`src/common/ufp_regs.svh`:
```
// register offsets, field positions and reset values of the firmware preload block
// assumes a byte-addressed register port with 32-bit aligned words
`ifndef UFP_REGS_SVH
`define UFP_REGS_SVH

// register offsets (byte addresses)
`define UFP_OFS_CTRL 8'h00
`define UFP_OFS_FETCH 8'h04
`define UFP_OFS_IRAM 8'h08
`define UFP_OFS_DESC0 8'h10
`define UFP_OFS_VBASE0 8'h20
`define UFP_OFS_FWVER 8'h2c
`define UFP_OFS_DATA0 8'h40

// control register field positions
`define UFP_BIT_LOCK 7
`define UFP_BIT_PLL_HOLD 8
`define UFP_BIT_PHY_HOLD 9
`define UFP_BIT_CORE_HOLD 10
`define UFP_BIT_SKIP 28
`define UFP_BIT_START 29
`define UFP_BIT_DONE 30

// validity/base register field positions
`define UFP_BIT_VALID 0
`define UFP_BASE_LSB 2
`define UFP_BASE_MSB 7

// reset values and writable masks
`define UFP_CTRL_RST 32'h0000_0700
`define UFP_CTRL_WMASK 32'h3000_0700
`define UFP_VBASE_WMASK 32'h0000_00fd
`define UFP_HALF_WMASK 32'h0000_ffff
`define UFP_FULL_WMASK 32'hffff_ffff
`define UFP_WORD_RST 32'h0000_0000

`endif

```
`src/common/ufp_pkg.sv`:
```
// types shared by the firmware preload block
// assumes nothing beyond a SystemVerilog compiler
package ufp_pkg;
  // fetch engine states, one-hot
  typedef enum logic [2:0] {
    UFP_IDLE = 3'b001,
    UFP_BUSY = 3'b010,
    UFP_DONE = 3'b100
  } ufp_state_e;
  typedef logic [15:0] ufp_half_t;
  typedef logic [31:0] ufp_word_t;
endpackage : ufp_pkg

```
`src/common/ufp_buf_if.sv`:
```
// carrier between the fetch engine and its two-entry byte buffer
// assumes one clock shared by both ends
`timescale 1ns/100ps
`default_nettype none
interface ufp_buf_if #(
  parameter int W = 24
) (
  input wire logic clk,
  input wire logic resetn
);
  logic in_valid;
  logic in_ready;
  logic [W-1:0] in_data;
  logic out_valid;
  logic out_ready;
  logic [W-1:0] out_data;
  // buffer end
  modport buf_side (input clk, resetn, in_valid, in_data, out_ready, output in_ready, out_valid, out_data);
  // engine end
  modport user_side (output in_valid, in_data, out_ready, input in_ready, out_valid, out_data);
endinterface : ufp_buf_if
`default_nettype wire

```
`src/design/ufp_preload_ctrl.sv`:
```
// firmware preload and reset release controller for the usb 3.0 host
// assumes a same-clock register port, a same-clock rom byte reader and instruction ram writer
// the pll lock input is asynchronous and is synchronised here
//
// Notes on behaviour
// - descriptor: rom address low, length high
// - bit 0 marks region descriptor valid
// - bits 7:2 give data-block byte offset
// - fetch rom start address in bits 15:0
// - fetch byte count in bits 31:16
// - instruction ram start address in bits 15:0
// - start rising edge launches the copy
// - complete flag sets when copy finishes
// - complete clears when start is cleared
// - bit 7 reads pll lock status
// - bit 8 holds pll and lfps logic
// - bit 9 holds 125mhz power logic
// - bit 10 holds both host cores
// - sixteen 32-bit configuration data words
// - bit 28 tells processor skip ram fill
`timescale 1ns/100ps
`default_nettype none
`include "ufp_regs.svh"
module ufp_preload_ctrl
  import ufp_pkg::*;
#(
  parameter int NREG = 3,
  parameter int NWORDS = 16
) (
  // clock and reset
  input wire logic clk,
  input wire logic resetn,
  // register port
  input wire logic [7:0] reg_addr,
  input wire logic reg_wr,
  input wire logic reg_rd,
  input wire logic [3:0] reg_be,
  input wire logic [31:0] reg_wdata,
  output logic [31:0] reg_rdata,
  output logic reg_rack,
  // phy and core holds
  input wire logic phy_pll_locked,
  output logic phy_pll_hold,
  output logic phy_power_logic_hold,
  output logic host_core_hold,
  output logic skip_boot_fill,
  // external rom byte reader
  output logic rom_req,
  output logic [15:0] rom_addr,
  input wire logic rom_rvalid,
  input wire logic [7:0] rom_rdata,
  // instruction ram byte writer
  output logic iram_we,
  output logic [15:0] iram_addr,
  output logic [7:0] iram_wdata,
  input wire logic iram_ready,
  // embedded processor view of the data block
  input wire logic [3:0] cfg_word_sel,
  output logic [31:0] cfg_word
);
  if (NREG < 1 || NREG > 4) begin : g_bad_nreg
    $error("region count must be 1 to 4");
  end
  if (NWORDS != 16) begin : g_bad_words
    $error("data block must hold sixteen words");
  end

  // byte-enable merge under a writable mask
  function automatic ufp_word_t merge(input ufp_word_t old, input ufp_word_t wd, input logic [3:0] be,
                                      input ufp_word_t mask);
    ufp_word_t lanes;
    lanes = {{8{be[3]}}, {8{be[2]}}, {8{be[1]}}, {8{be[0]}}} & mask;
    merge = (old & ~lanes) | (wd & lanes);
  endfunction : merge

  // register storage
  ufp_word_t ctrl_ff;
  ufp_word_t fetch_ff;
  ufp_word_t iram_base_ff;
  ufp_word_t fwver_ff;
  ufp_word_t desc_ff [NREG];
  ufp_word_t vbase_ff [NREG];
  ufp_word_t data_ff [NWORDS];
  logic [31:0] nxt_rdata;

  // engine state
  ufp_state_e st_ff;
  ufp_state_e nxt_st;
  logic start_prev_ff;
  logic done_ff;
  logic req_out_ff;
  ufp_half_t rom_ptr_ff;
  ufp_half_t rom_left_ff;
  ufp_half_t iram_ptr_ff;
  ufp_half_t wr_left_ff;
  logic lock_s1_ff;
  logic lock_s2_ff;
  logic rom_req_ff;
  ufp_half_t rom_addr_ff;
  logic iram_we_ff;
  ufp_half_t iram_addr_ff;
  logic [7:0] iram_wdata_ff;
  logic [31:0] reg_rdata_ff;
  logic reg_rack_ff;
  logic [31:0] cfg_word_ff;

  // address decode
  wire hit_ctrl;
  wire hit_fetch;
  wire hit_iram;
  wire hit_fwver;
  wire hit_desc;
  wire hit_vbase;
  wire hit_data;
  wire [1:0] reg_idx;
  wire [3:0] word_idx;
  assign hit_ctrl = (reg_addr == `UFP_OFS_CTRL);
  assign hit_fetch = (reg_addr == `UFP_OFS_FETCH);
  assign hit_iram = (reg_addr == `UFP_OFS_IRAM);
  assign hit_fwver = (reg_addr == `UFP_OFS_FWVER);
  assign reg_idx = reg_addr[3:2];
  assign hit_desc = (reg_addr[7:4] == 4'(`UFP_OFS_DESC0 >> 4)) && (reg_addr[1:0] == 2'h0) && (32'(reg_idx) < NREG);
  assign hit_vbase = (reg_addr[7:4] == 4'(`UFP_OFS_VBASE0 >> 4)) && (reg_addr[1:0] == 2'h0) && (32'(reg_idx) < NREG);
  assign hit_data = (reg_addr[7:6] == 2'(`UFP_OFS_DATA0 >> 6)) && (reg_addr[1:0] == 2'h0);
  assign word_idx = reg_addr[5:2];

  // engine control terms
  wire start_bit;
  wire start_rise;
  wire launch;
  wire done_set;
  wire rom_issue;
  wire stage_load;
  wire iram_accept;
  assign start_bit = ctrl_ff[`UFP_BIT_START];
  assign start_rise = start_bit && !start_prev_ff;
  assign launch = (st_ff == UFP_IDLE) && start_rise;
  assign done_set = (st_ff == UFP_BUSY) && (wr_left_ff == 16'h0000);
  assign rom_issue = (st_ff == UFP_BUSY) && !req_out_ff && (rom_left_ff != 16'h0000) && fb.in_ready;
  assign stage_load = !iram_we_ff || iram_ready;
  assign iram_accept = iram_we_ff && iram_ready;

  // byte buffer between rom and instruction ram
  ufp_buf_if #(.W(24)) fb (.clk(clk), .resetn(resetn));
  assign fb.in_valid = rom_rvalid && req_out_ff;
  assign fb.in_data = {iram_ptr_ff, rom_rdata};
  assign fb.out_ready = stage_load;
  ufp_pair_buf #(.W(24)) u_buf (.b(fb.buf_side));

  // control register: holds default set, only writable bits stored
  always_ff @(posedge clk or negedge resetn) begin
    if (!resetn) begin
      ctrl_ff <= `UFP_CTRL_RST;
    end else if (reg_wr && hit_ctrl) begin
      ctrl_ff <= merge(ctrl_ff, reg_wdata, reg_be, `UFP_CTRL_WMASK);
    end
  end

  // fetch window, ram base and version holder
  always_ff @(posedge clk or negedge resetn) begin
    if (!resetn) begin
      fetch_ff <= `UFP_WORD_RST;
      iram_base_ff <= `UFP_WORD_RST;
      fwver_ff <= `UFP_WORD_RST;
    end else begin
      if (reg_wr && hit_fetch) fetch_ff <= merge(fetch_ff, reg_wdata, reg_be, `UFP_FULL_WMASK);
      if (reg_wr && hit_iram) iram_base_ff <= merge(iram_base_ff, reg_wdata, reg_be, `UFP_HALF_WMASK);
      if (reg_wr && hit_fwver) fwver_ff <= merge(fwver_ff, reg_wdata, reg_be, `UFP_HALF_WMASK);
    end
  end

  // region descriptors and validity/base registers
  for (genvar r = 0; r < NREG; r++) begin : g_region
    wire sel_r;
    assign sel_r = (32'(reg_idx) == r);
    always_ff @(posedge clk or negedge resetn) begin
      if (!resetn) begin
        desc_ff[r] <= `UFP_WORD_RST;
        vbase_ff[r] <= `UFP_WORD_RST;
      end else begin
        if (reg_wr && hit_desc && sel_r) desc_ff[r] <= merge(desc_ff[r], reg_wdata, reg_be, `UFP_FULL_WMASK);
        if (reg_wr && hit_vbase && sel_r) vbase_ff[r] <= merge(vbase_ff[r], reg_wdata, reg_be, `UFP_VBASE_WMASK);
      end
    end
  end

  // configuration data words, byte-lane writable
  for (genvar w = 0; w < NWORDS; w++) begin : g_word
    always_ff @(posedge clk or negedge resetn) begin
      if (!resetn) begin
        data_ff[w] <= `UFP_WORD_RST;
      end else if (reg_wr && hit_data && (32'(word_idx) == w)) begin
        data_ff[w] <= merge(data_ff[w], reg_wdata, reg_be, `UFP_FULL_WMASK);
      end
    end
  end

  // read data selection, unmapped reads return zero
  always_comb begin
    nxt_rdata = 32'h0000_0000;
    if (hit_ctrl) begin
      nxt_rdata = ctrl_ff;
      nxt_rdata[`UFP_BIT_LOCK] = lock_s2_ff;
      nxt_rdata[`UFP_BIT_DONE] = done_ff;
    end else if (hit_fetch) begin
      nxt_rdata = fetch_ff;
    end else if (hit_iram) begin
      nxt_rdata = iram_base_ff;
    end else if (hit_fwver) begin
      nxt_rdata = fwver_ff;
    end else if (hit_desc) begin
      nxt_rdata = desc_ff[reg_idx];
    end else if (hit_vbase) begin
      nxt_rdata = vbase_ff[reg_idx];
    end else if (hit_data) begin
      nxt_rdata = data_ff[word_idx];
    end
  end

  // registered read answer and processor view
  always_ff @(posedge clk or negedge resetn) begin
    if (!resetn) begin
      reg_rdata_ff <= 32'h0000_0000;
      reg_rack_ff <= 1'b0;
      cfg_word_ff <= 32'h0000_0000;
    end else begin
      reg_rdata_ff <= reg_rd ? nxt_rdata : reg_rdata_ff;
      reg_rack_ff <= reg_rd;
      cfg_word_ff <= data_ff[cfg_word_sel];
    end
  end

  // pll lock synchroniser
  always_ff @(posedge clk or negedge resetn) begin
    if (!resetn) begin
      lock_s1_ff <= 1'b0;
      lock_s2_ff <= 1'b0;
    end else begin
      lock_s1_ff <= phy_pll_locked;
      lock_s2_ff <= lock_s1_ff;
    end
  end

  // engine state machine
  always_comb begin
    nxt_st = st_ff;
    case (st_ff)
      UFP_IDLE: begin
        if (launch) nxt_st = UFP_BUSY;
      end
      UFP_BUSY: begin
        if (done_set) nxt_st = UFP_DONE;
      end
      UFP_DONE: begin
        if (!start_bit) nxt_st = UFP_IDLE;
      end
      default: nxt_st = UFP_IDLE;
    endcase
  end

  // state, start edge and complete flag; set wins over clear
  always_ff @(posedge clk or negedge resetn) begin
    if (!resetn) begin
      st_ff <= UFP_IDLE;
      start_prev_ff <= 1'b0;
      done_ff <= 1'b0;
    end else begin
      st_ff <= nxt_st;
      start_prev_ff <= start_bit;
      done_ff <= done_set || (done_ff && start_bit);
    end
  end

  // rom side: one outstanding byte request, only when buffer has room
  always_ff @(posedge clk or negedge resetn) begin
    if (!resetn) begin
      rom_ptr_ff <= 16'h0000;
      rom_left_ff <= 16'h0000;
      req_out_ff <= 1'b0;
      rom_req_ff <= 1'b0;
      rom_addr_ff <= 16'h0000;
      iram_ptr_ff <= 16'h0000;
    end else begin
      rom_req_ff <= rom_issue;
      if (launch) begin
        rom_ptr_ff <= fetch_ff[15:0];
        rom_left_ff <= fetch_ff[31:16];
        iram_ptr_ff <= iram_base_ff[15:0];
      end else if (rom_issue) begin
        rom_addr_ff <= rom_ptr_ff;
        rom_ptr_ff <= rom_ptr_ff + 16'h0001;
        rom_left_ff <= rom_left_ff - 16'h0001;
        req_out_ff <= 1'b1;
      end else if (fb.in_valid) begin
        iram_ptr_ff <= iram_ptr_ff + 16'h0001;
        req_out_ff <= 1'b0;
      end
    end
  end

  // ram side: output stage and remaining byte count
  always_ff @(posedge clk or negedge resetn) begin
    if (!resetn) begin
      iram_we_ff <= 1'b0;
      iram_addr_ff <= 16'h0000;
      iram_wdata_ff <= 8'h00;
      wr_left_ff <= 16'h0000;
    end else begin
      if (stage_load) begin
        iram_we_ff <= fb.out_valid;
        iram_addr_ff <= fb.out_data[23:8];
        iram_wdata_ff <= fb.out_data[7:0];
      end
      if (launch) wr_left_ff <= fetch_ff[31:16];
      else if (iram_accept) wr_left_ff <= wr_left_ff - 16'h0001;
    end
  end

  // outputs straight from flip-flops
  assign reg_rdata = reg_rdata_ff;
  assign reg_rack = reg_rack_ff;
  assign phy_pll_hold = ctrl_ff[`UFP_BIT_PLL_HOLD];
  assign phy_power_logic_hold = ctrl_ff[`UFP_BIT_PHY_HOLD];
  assign host_core_hold = ctrl_ff[`UFP_BIT_CORE_HOLD];
  assign skip_boot_fill = ctrl_ff[`UFP_BIT_SKIP];
  assign rom_req = rom_req_ff;
  assign rom_addr = rom_addr_ff;
  assign iram_we = iram_we_ff;
  assign iram_addr = iram_addr_ff;
  assign iram_wdata = iram_wdata_ff;
  assign cfg_word = cfg_word_ff;

  // checks on the engine and the holds
  a_start_launch: assert property (@(posedge clk) disable iff (!resetn)
    (st_ff == UFP_IDLE && start_rise) |=> (st_ff == UFP_BUSY))
    else $error("start edge did not launch the copy");
  a_busy_no_restart: assert property (@(posedge clk) disable iff (!resetn)
    (st_ff != UFP_IDLE && start_rise) |-> !launch ##1 (st_ff != UFP_IDLE))
    else $error("start during copy disturbed the engine");
  a_done_sets: assert property (@(posedge clk) disable iff (!resetn)
    (st_ff == UFP_BUSY && wr_left_ff == 16'h0000) |=> (done_ff && st_ff == UFP_DONE))
    else $error("complete flag not set at end of copy");
  a_done_clears: assert property (@(posedge clk) disable iff (!resetn)
    (done_ff && !start_bit && !done_set) |=> !done_ff ##1 (st_ff == UFP_IDLE || st_ff == UFP_BUSY))
    else $error("complete flag not cleared after start cleared");
  a_lock_view: assert property (@(posedge clk) disable iff (!resetn)
    (reg_rd && hit_ctrl) |=> (reg_rdata[`UFP_BIT_LOCK] == $past(phy_pll_locked, 3)))
    else $error("lock status bit does not follow synchronised lock");
  a_pll_release: assert property (@(posedge clk) disable iff (!resetn)
    (reg_wr && hit_ctrl && reg_be[1]) |=> (phy_pll_hold == $past(reg_wdata[`UFP_BIT_PLL_HOLD])))
    else $error("pll hold does not follow its write");
  a_phy_release: assert property (@(posedge clk) disable iff (!resetn)
    (reg_wr && hit_ctrl && reg_be[1]) |=> (phy_power_logic_hold == $past(reg_wdata[`UFP_BIT_PHY_HOLD])))
    else $error("phy power hold does not follow its write");
  a_core_release: assert property (@(posedge clk) disable iff (!resetn)
    (reg_wr && hit_ctrl && reg_be[1]) |=> (host_core_hold == $past(reg_wdata[`UFP_BIT_CORE_HOLD])))
    else $error("core hold does not follow its write");
  a_rom_start: assert property (@(posedge clk) disable iff (!resetn)
    launch |=> (rom_ptr_ff == $past(fetch_ff[15:0])))
    else $error("rom pointer not loaded from fetch window");
  a_rom_count: assert property (@(posedge clk) disable iff (!resetn)
    launch |=> (rom_left_ff == $past(fetch_ff[31:16]) && wr_left_ff == $past(fetch_ff[31:16])))
    else $error("byte counts not loaded from fetch window");
  a_iram_start: assert property (@(posedge clk) disable iff (!resetn)
    launch |=> (iram_ptr_ff == $past(iram_base_ff[15:0])))
    else $error("ram pointer not loaded from base register");
endmodule : ufp_preload_ctrl
`default_nettype wire

```
`src/design/ufp_pair_buf.sv`:
```
// two-entry buffer with valid and ready on both sides
// assumes the carrier interface and a single clock
`timescale 1ns/100ps
`default_nettype none
module ufp_pair_buf
  import ufp_pkg::*;
#(
  parameter int W = 24
) (
  // both sides of the buffer
  ufp_buf_if.buf_side b
);
  if (W < 1) begin : g_bad_width
    $error("buffer width must be at least one bit");
  end

  logic [W-1:0] mem_ff [2];
  logic wr_ptr_ff;
  logic rd_ptr_ff;
  logic [1:0] cnt_ff;
  logic [1:0] nxt_cnt;
  wire push;
  wire pop;

  // handshakes and honest full/empty
  assign push = b.in_valid && b.in_ready;
  assign pop = b.out_valid && b.out_ready;
  assign b.in_ready = (cnt_ff != 2'd2);
  assign b.out_valid = (cnt_ff != 2'd0);
  assign b.out_data = mem_ff[rd_ptr_ff];
  assign nxt_cnt = (push && !pop) ? cnt_ff + 2'd1 : ((pop && !push) ? cnt_ff - 2'd1 : cnt_ff);

  // pointers and occupancy
  always_ff @(posedge b.clk or negedge b.resetn) begin
    if (!b.resetn) begin
      wr_ptr_ff <= 1'b0;
      rd_ptr_ff <= 1'b0;
      cnt_ff <= 2'd0;
    end else begin
      wr_ptr_ff <= wr_ptr_ff ^ push;
      rd_ptr_ff <= rd_ptr_ff ^ pop;
      cnt_ff <= nxt_cnt;
    end
  end

  // storage, no reset needed
  always_ff @(posedge b.clk) begin
    if (push) begin
      mem_ff[wr_ptr_ff] <= b.in_data;
    end
  end
endmodule : ufp_pair_buf
`default_nettype wire

```
`config.mk`:
```
export PLATFORM = sky130hd
export DESIGN_NAME = ufp_preload_ctrl
export DESIGN_NICKNAME = d
export VERILOG_FILES = /design/src/common/ufp_pkg.sv /design/src/common/ufp_buf_if.sv /design/src/design/ufp_preload_ctrl.sv /design/src/design/ufp_pair_buf.sv
export VERILOG_INCLUDE_DIRS = /design/src /design/src/common
export SDC_FILE = /design/constraint.sdc
export NUM_CORES = 2
export LEC_CHECK = 0
export BUFFER_PORTS_ARGS = -buffer_cell sky130_fd_sc_hd__buf_2
export CORE_ASPECT_RATIO = 1.2
export CORE_MARGIN = 3
export CORE_UTILIZATION = 41
export CTS_BUF_LIST = sky130_fd_sc_hd__clkbuf_4 sky130_fd_sc_hd__clkbuf_8 sky130_fd_sc_hd__clkbuf_16
export DETAILED_ROUTE_END_ITERATION = 7
export HOLD_SLACK_MARGIN = 0.05
export SLEW_MARGIN = 15
export SYNTH_ARGS = -nofsm -noshare
export SYNTH_HDL_FRONTEND = slang
export SYNTH_SLANG_ARGS = --single-unit
```
`constraint.sdc`:
```
create_clock -name clk -period 5.4 [get_ports clk]
set_clock_uncertainty 0.05 [all_clocks]
set_input_delay 0.27 -clock clk [delete_from_list [all_inputs] [get_ports clk]]
set_output_delay 0.27 -clock clk [all_outputs]
set_load 0.1 [all_outputs]
```
==> impl_metrics.yaml <==
critical_path:
  slowest_stage: "or4_1"
  cp_slowest_stage_delay_ns: 0.60
  worstSetupPathType: "reg -> reg"
  r2r-start: "rom_left_ff[4]"
  worstSetupStartpointType: "register"
  r2r_setup_slack_ns: 2.27
  critical_path_arrival_ns: 3.71
  rr_endpoint: "rom_ptr_ff[0]"
  worst-path-max-fanout: 31
  r2r_cells: 7
  critPathCaptureType: "register"
  cp-startpoint: "rom_left_ff[4]"
  cp_cell_sequence: "or4_1 > or3_1 > o21ai_2 > buf_4 > inv_2 > nor2_1 > a221o_1"
  critPathBufInv: 2
  worstPathRequired_ns: 5.98
  path_delay_family: "simple AND/OR/NAND/NOR gates"
finish:
  drive_gt1_share_pct: 42.65
  fin_nets: 3304
  area_delta_synth_final_pct: 13.37
  stdcell_count: 4730
  post-route-util_pct: 46.88
  fill_cells: 9501
placed_design:
  hpwl_um: 80570
  routabilityCongestion: 0.7813
  placed_cells: 4522
  numPortBuffers: 173
cts:
  tritoncts: "done"
  postCtsSetupRepairBufs: 0
  root_buffer: "clkbuf_16"
  ctsHtreeMaxLevel: 3
  clkTransAtPathRegs_ns: 0.06
  clockBufferDepth: 3
  cts_hold_buf: 17
  cts_buffers: 98
  clock_latency_ns: 0.71
  cts-resized-gates: 0
  cts_sinks: 929
pwr:
  p_sw_share_pct: 27.97
  p_switching_uw: 4870
  comb_power_share_pct: 13.3
  pwr-share-seq_pct: 44.2
  powerDensity_nw_per_um2: 343.3
  p_clk_share_pct: 42.5
  intPower_uw: 12540
  max-vdd-ir-drop_mv: 0.2559
  leakagePower_uw: 0.02321
logic_synthesis:
  synth_top_family_by_area: "multiplexers"
  syn_avg_cell_area_sq_um: 14.29
  synth.yosys.seq_area_share_pct: 52.51
  netlist.area_leader.share_pct: 49.06
  synthXorXnorAreaFrac_pct: 0.7831
  synth-seq-cells: 929
  synthArstFlopShare_pct: 94.83
  syn_nets: 3203
  synth.distinct_cells: 74
  synth_ff_type: "dfrtp_1"
  synth_mux_area_share_pct: 33.79
  synthAdderAreaFrac_pct: 0.2517
  synth_edf_count: 48
  synthTopCellsByArea: "dfrtp_1 49%, mux2_2 18%, mux4_2 14%"
  syn_inst: 3131
  synth-simple-area-share_pct: 4.866
  synth-compound-area-share_pct: 5.683
  yosysWarnings: 0
  synth_top_cell_by_area: "dfrtp_1"
  syn_area_sq_um: 44740
drt:
  drt_pre_antenna_iters: 6
  drt_wl_total_um: 125600
  drt_iter0_drc: 2158
  ant_nets: 0
  drc: 0
  vias_per_cell: 5.937
  wl_per_cell_um: 26.55
  num_vias: 28083
sta:
  slew_violations: 0
  setup_tns_ns: 0
  rsz0062_at_grt: "no"
  relSlewSlack_pct: 18.03
  setup_viol: 0
  tightest_slew_ns: 1.225
  min_period_ns: 3.135
  hold_viol: 0
  period_share_pct: 58.05
  fmax_mhz: 319.0
global_route:
  grt_first_pass_wirelength_um: 190200
  grt.overflow.total: 0
  track_usage_pct: 22.34
  grt_max_degree: 160
  antenna_found_initial: 8
  grt_pass1_vias: 28758
die:
  die_h_um: 367.9
  rows: 132
  start_util_pct: 41.35
  io_pins: 174
  die_area_sq_um: 113100
  coreArea_sq_um: 108200
  die-width_um: 307.5
min_path:
  hp-start: "reg_wdata[18]"
  holdCritPathClass: "in -> reg"
  hold_path_depth: 2
run:
  cap_violations: 0
status:
  outcome: "finished, final reports clean"
-- logic make-up (layout without fill, tap and decap cells) --
logic type	after synthesis	after routing
multiplexers	1062	1062
flip-flops	929	929
AND/OR/NAND/NOR	458	458
AO/OA/AOI/OAI	386	386
buffers and inverters	247	434
XOR/XNOR	40	40
adder cells (fa/ha/maj)	9	9
other	0	5
-- cells in the final DEF (no fill, tap or decap), types with 16 or more instances in the layout --
| master | netlist | routed |
|---|---|---|
| a21oi_1 | 47 | 47 |
| a22oi_1 | 71 | 71 |
| buf_2 | 10 | 168 |
| buf_4 | 1 | 33 |
| clkbuf_16 | 0 | 101 |
| clkbuf_4 | 0 | 17 |
| clkbuf_8 | 0 | 21 |
| dfrtp_1 | 877 | 877 |
| dlygate4sd3_1 | 0 | 17 |
| edfxtp_1 | 48 | 48 |
| inv_1 | 17 | 17 |
| mux2_2 | 706 | 706 |
| mux2i_1 | 67 | 67 |
| mux4_2 | 288 | 288 |
| nand2_1 | 200 | 200 |
| nand3_1 | 59 | 59 |
| nor2_1 | 68 | 67 |
| nor3_1 | 22 | 22 |
| o21ai_0 | 122 | 122 |
| o221ai_1 | 16 | 16 |
| xnor2_1 | 26 | 26 |
-- metal layers --
| metal | track usage (%) | vias up | part of all wire, % |
|---|---|---|---|
| li1 | - | 12162 | - |
| met1 | 30.21 | 14887 | 43 |
| met2 | 35.63 | 841 | 47 |
| met3 | 5.517 | 189 | 6.8 |
| met4 | 6.991 | 4 | 2.9 |
| met5 | 0 | - | 0.022 |
-- cell type report --
type,count,area [sq um],area share (%)
Tap cell,1407,1760,3.471
Multi-Input combinational cell,1955,20350,40.13
Sequential cell,929,23490,46.32
Clock inverter,48,633.1,1.248
Clock buffer,138,2930,5.778
Antenna cell,5,12.51,0.02467
Inverter,18,67.56,0.1332
Timing Repair Buffer,230,1469,2.896
-- per-stage QoR --
| step | total power [uW] | worst slack (ns) | area (sq um) | hold WS [ns] |
|---|---|---|---|---|
| 2_1_floorplan | 9463 | 2.849 | 44740 | -0.07559 |
| 3_3_place_gp | 10110 | 1.714 | 46970 | 0.2900 |
| 3_5_place_dp | 10140 | 1.672 | 46970 | 0.2937 |
| 4_1_cts | 17600 | 2.239 | 50700 | 0.05452 |
| 5_1_grt | 18070 | 2.047 | 50710 | 0.1011 |
| 6_report | 17410 | 2.265 | 50720 | 0.1088 |
-- Yosys cell counts, drive strengths merged, types with 8 or more instances --
library cell / number
xor2: 14
dfrtp: 877
nor2b: 10
mux2: 707
and2: 9
nand3: 59
nor2: 73
o22ai: 13
clkbuf: 179
ha: 9
xnor2: 26
a21boi: 14
edfxtp: 48
a21oi: 47
a221oi: 13
o211ai: 9
buf: 50
or3: 12
and3: 8
nor4: 13
a22oi: 71
inv: 18
mux2i: 67
mux4: 288
o221ai: 16
o21ai: 135
a2bb2oi: 13
nor3: 25
nand3b: 11
nand2: 200
-- worst max path at each step --
stage	cells after the start	end	slack, ns
6_report	7	rom_ptr_ff[0]	2.27
3_5_place_dp	5	register	1.67
5_1_grt	7	rom_left_ff[4]	2.05
4_1_cts	7	rom_left_ff[4]	2.24
2_1_floorplan	5	wr_left_ff[11]	2.85
3_3_place_gp	5	register	1.71
-- power by group through the flow --
stage	Clock, uW	Combinational (uW)	Sequential (uW)
6_report	7400	2310	7700
5_1_grt	7840	2480	7750
3_3_place_gp	0	2310	7810
2_1_floorplan	0	1000	8460
4_1_cts	7560	2340	7700
3_5_place_dp	0	2320	7820
No activity file was read; power rests on OpenSTA's default activity.
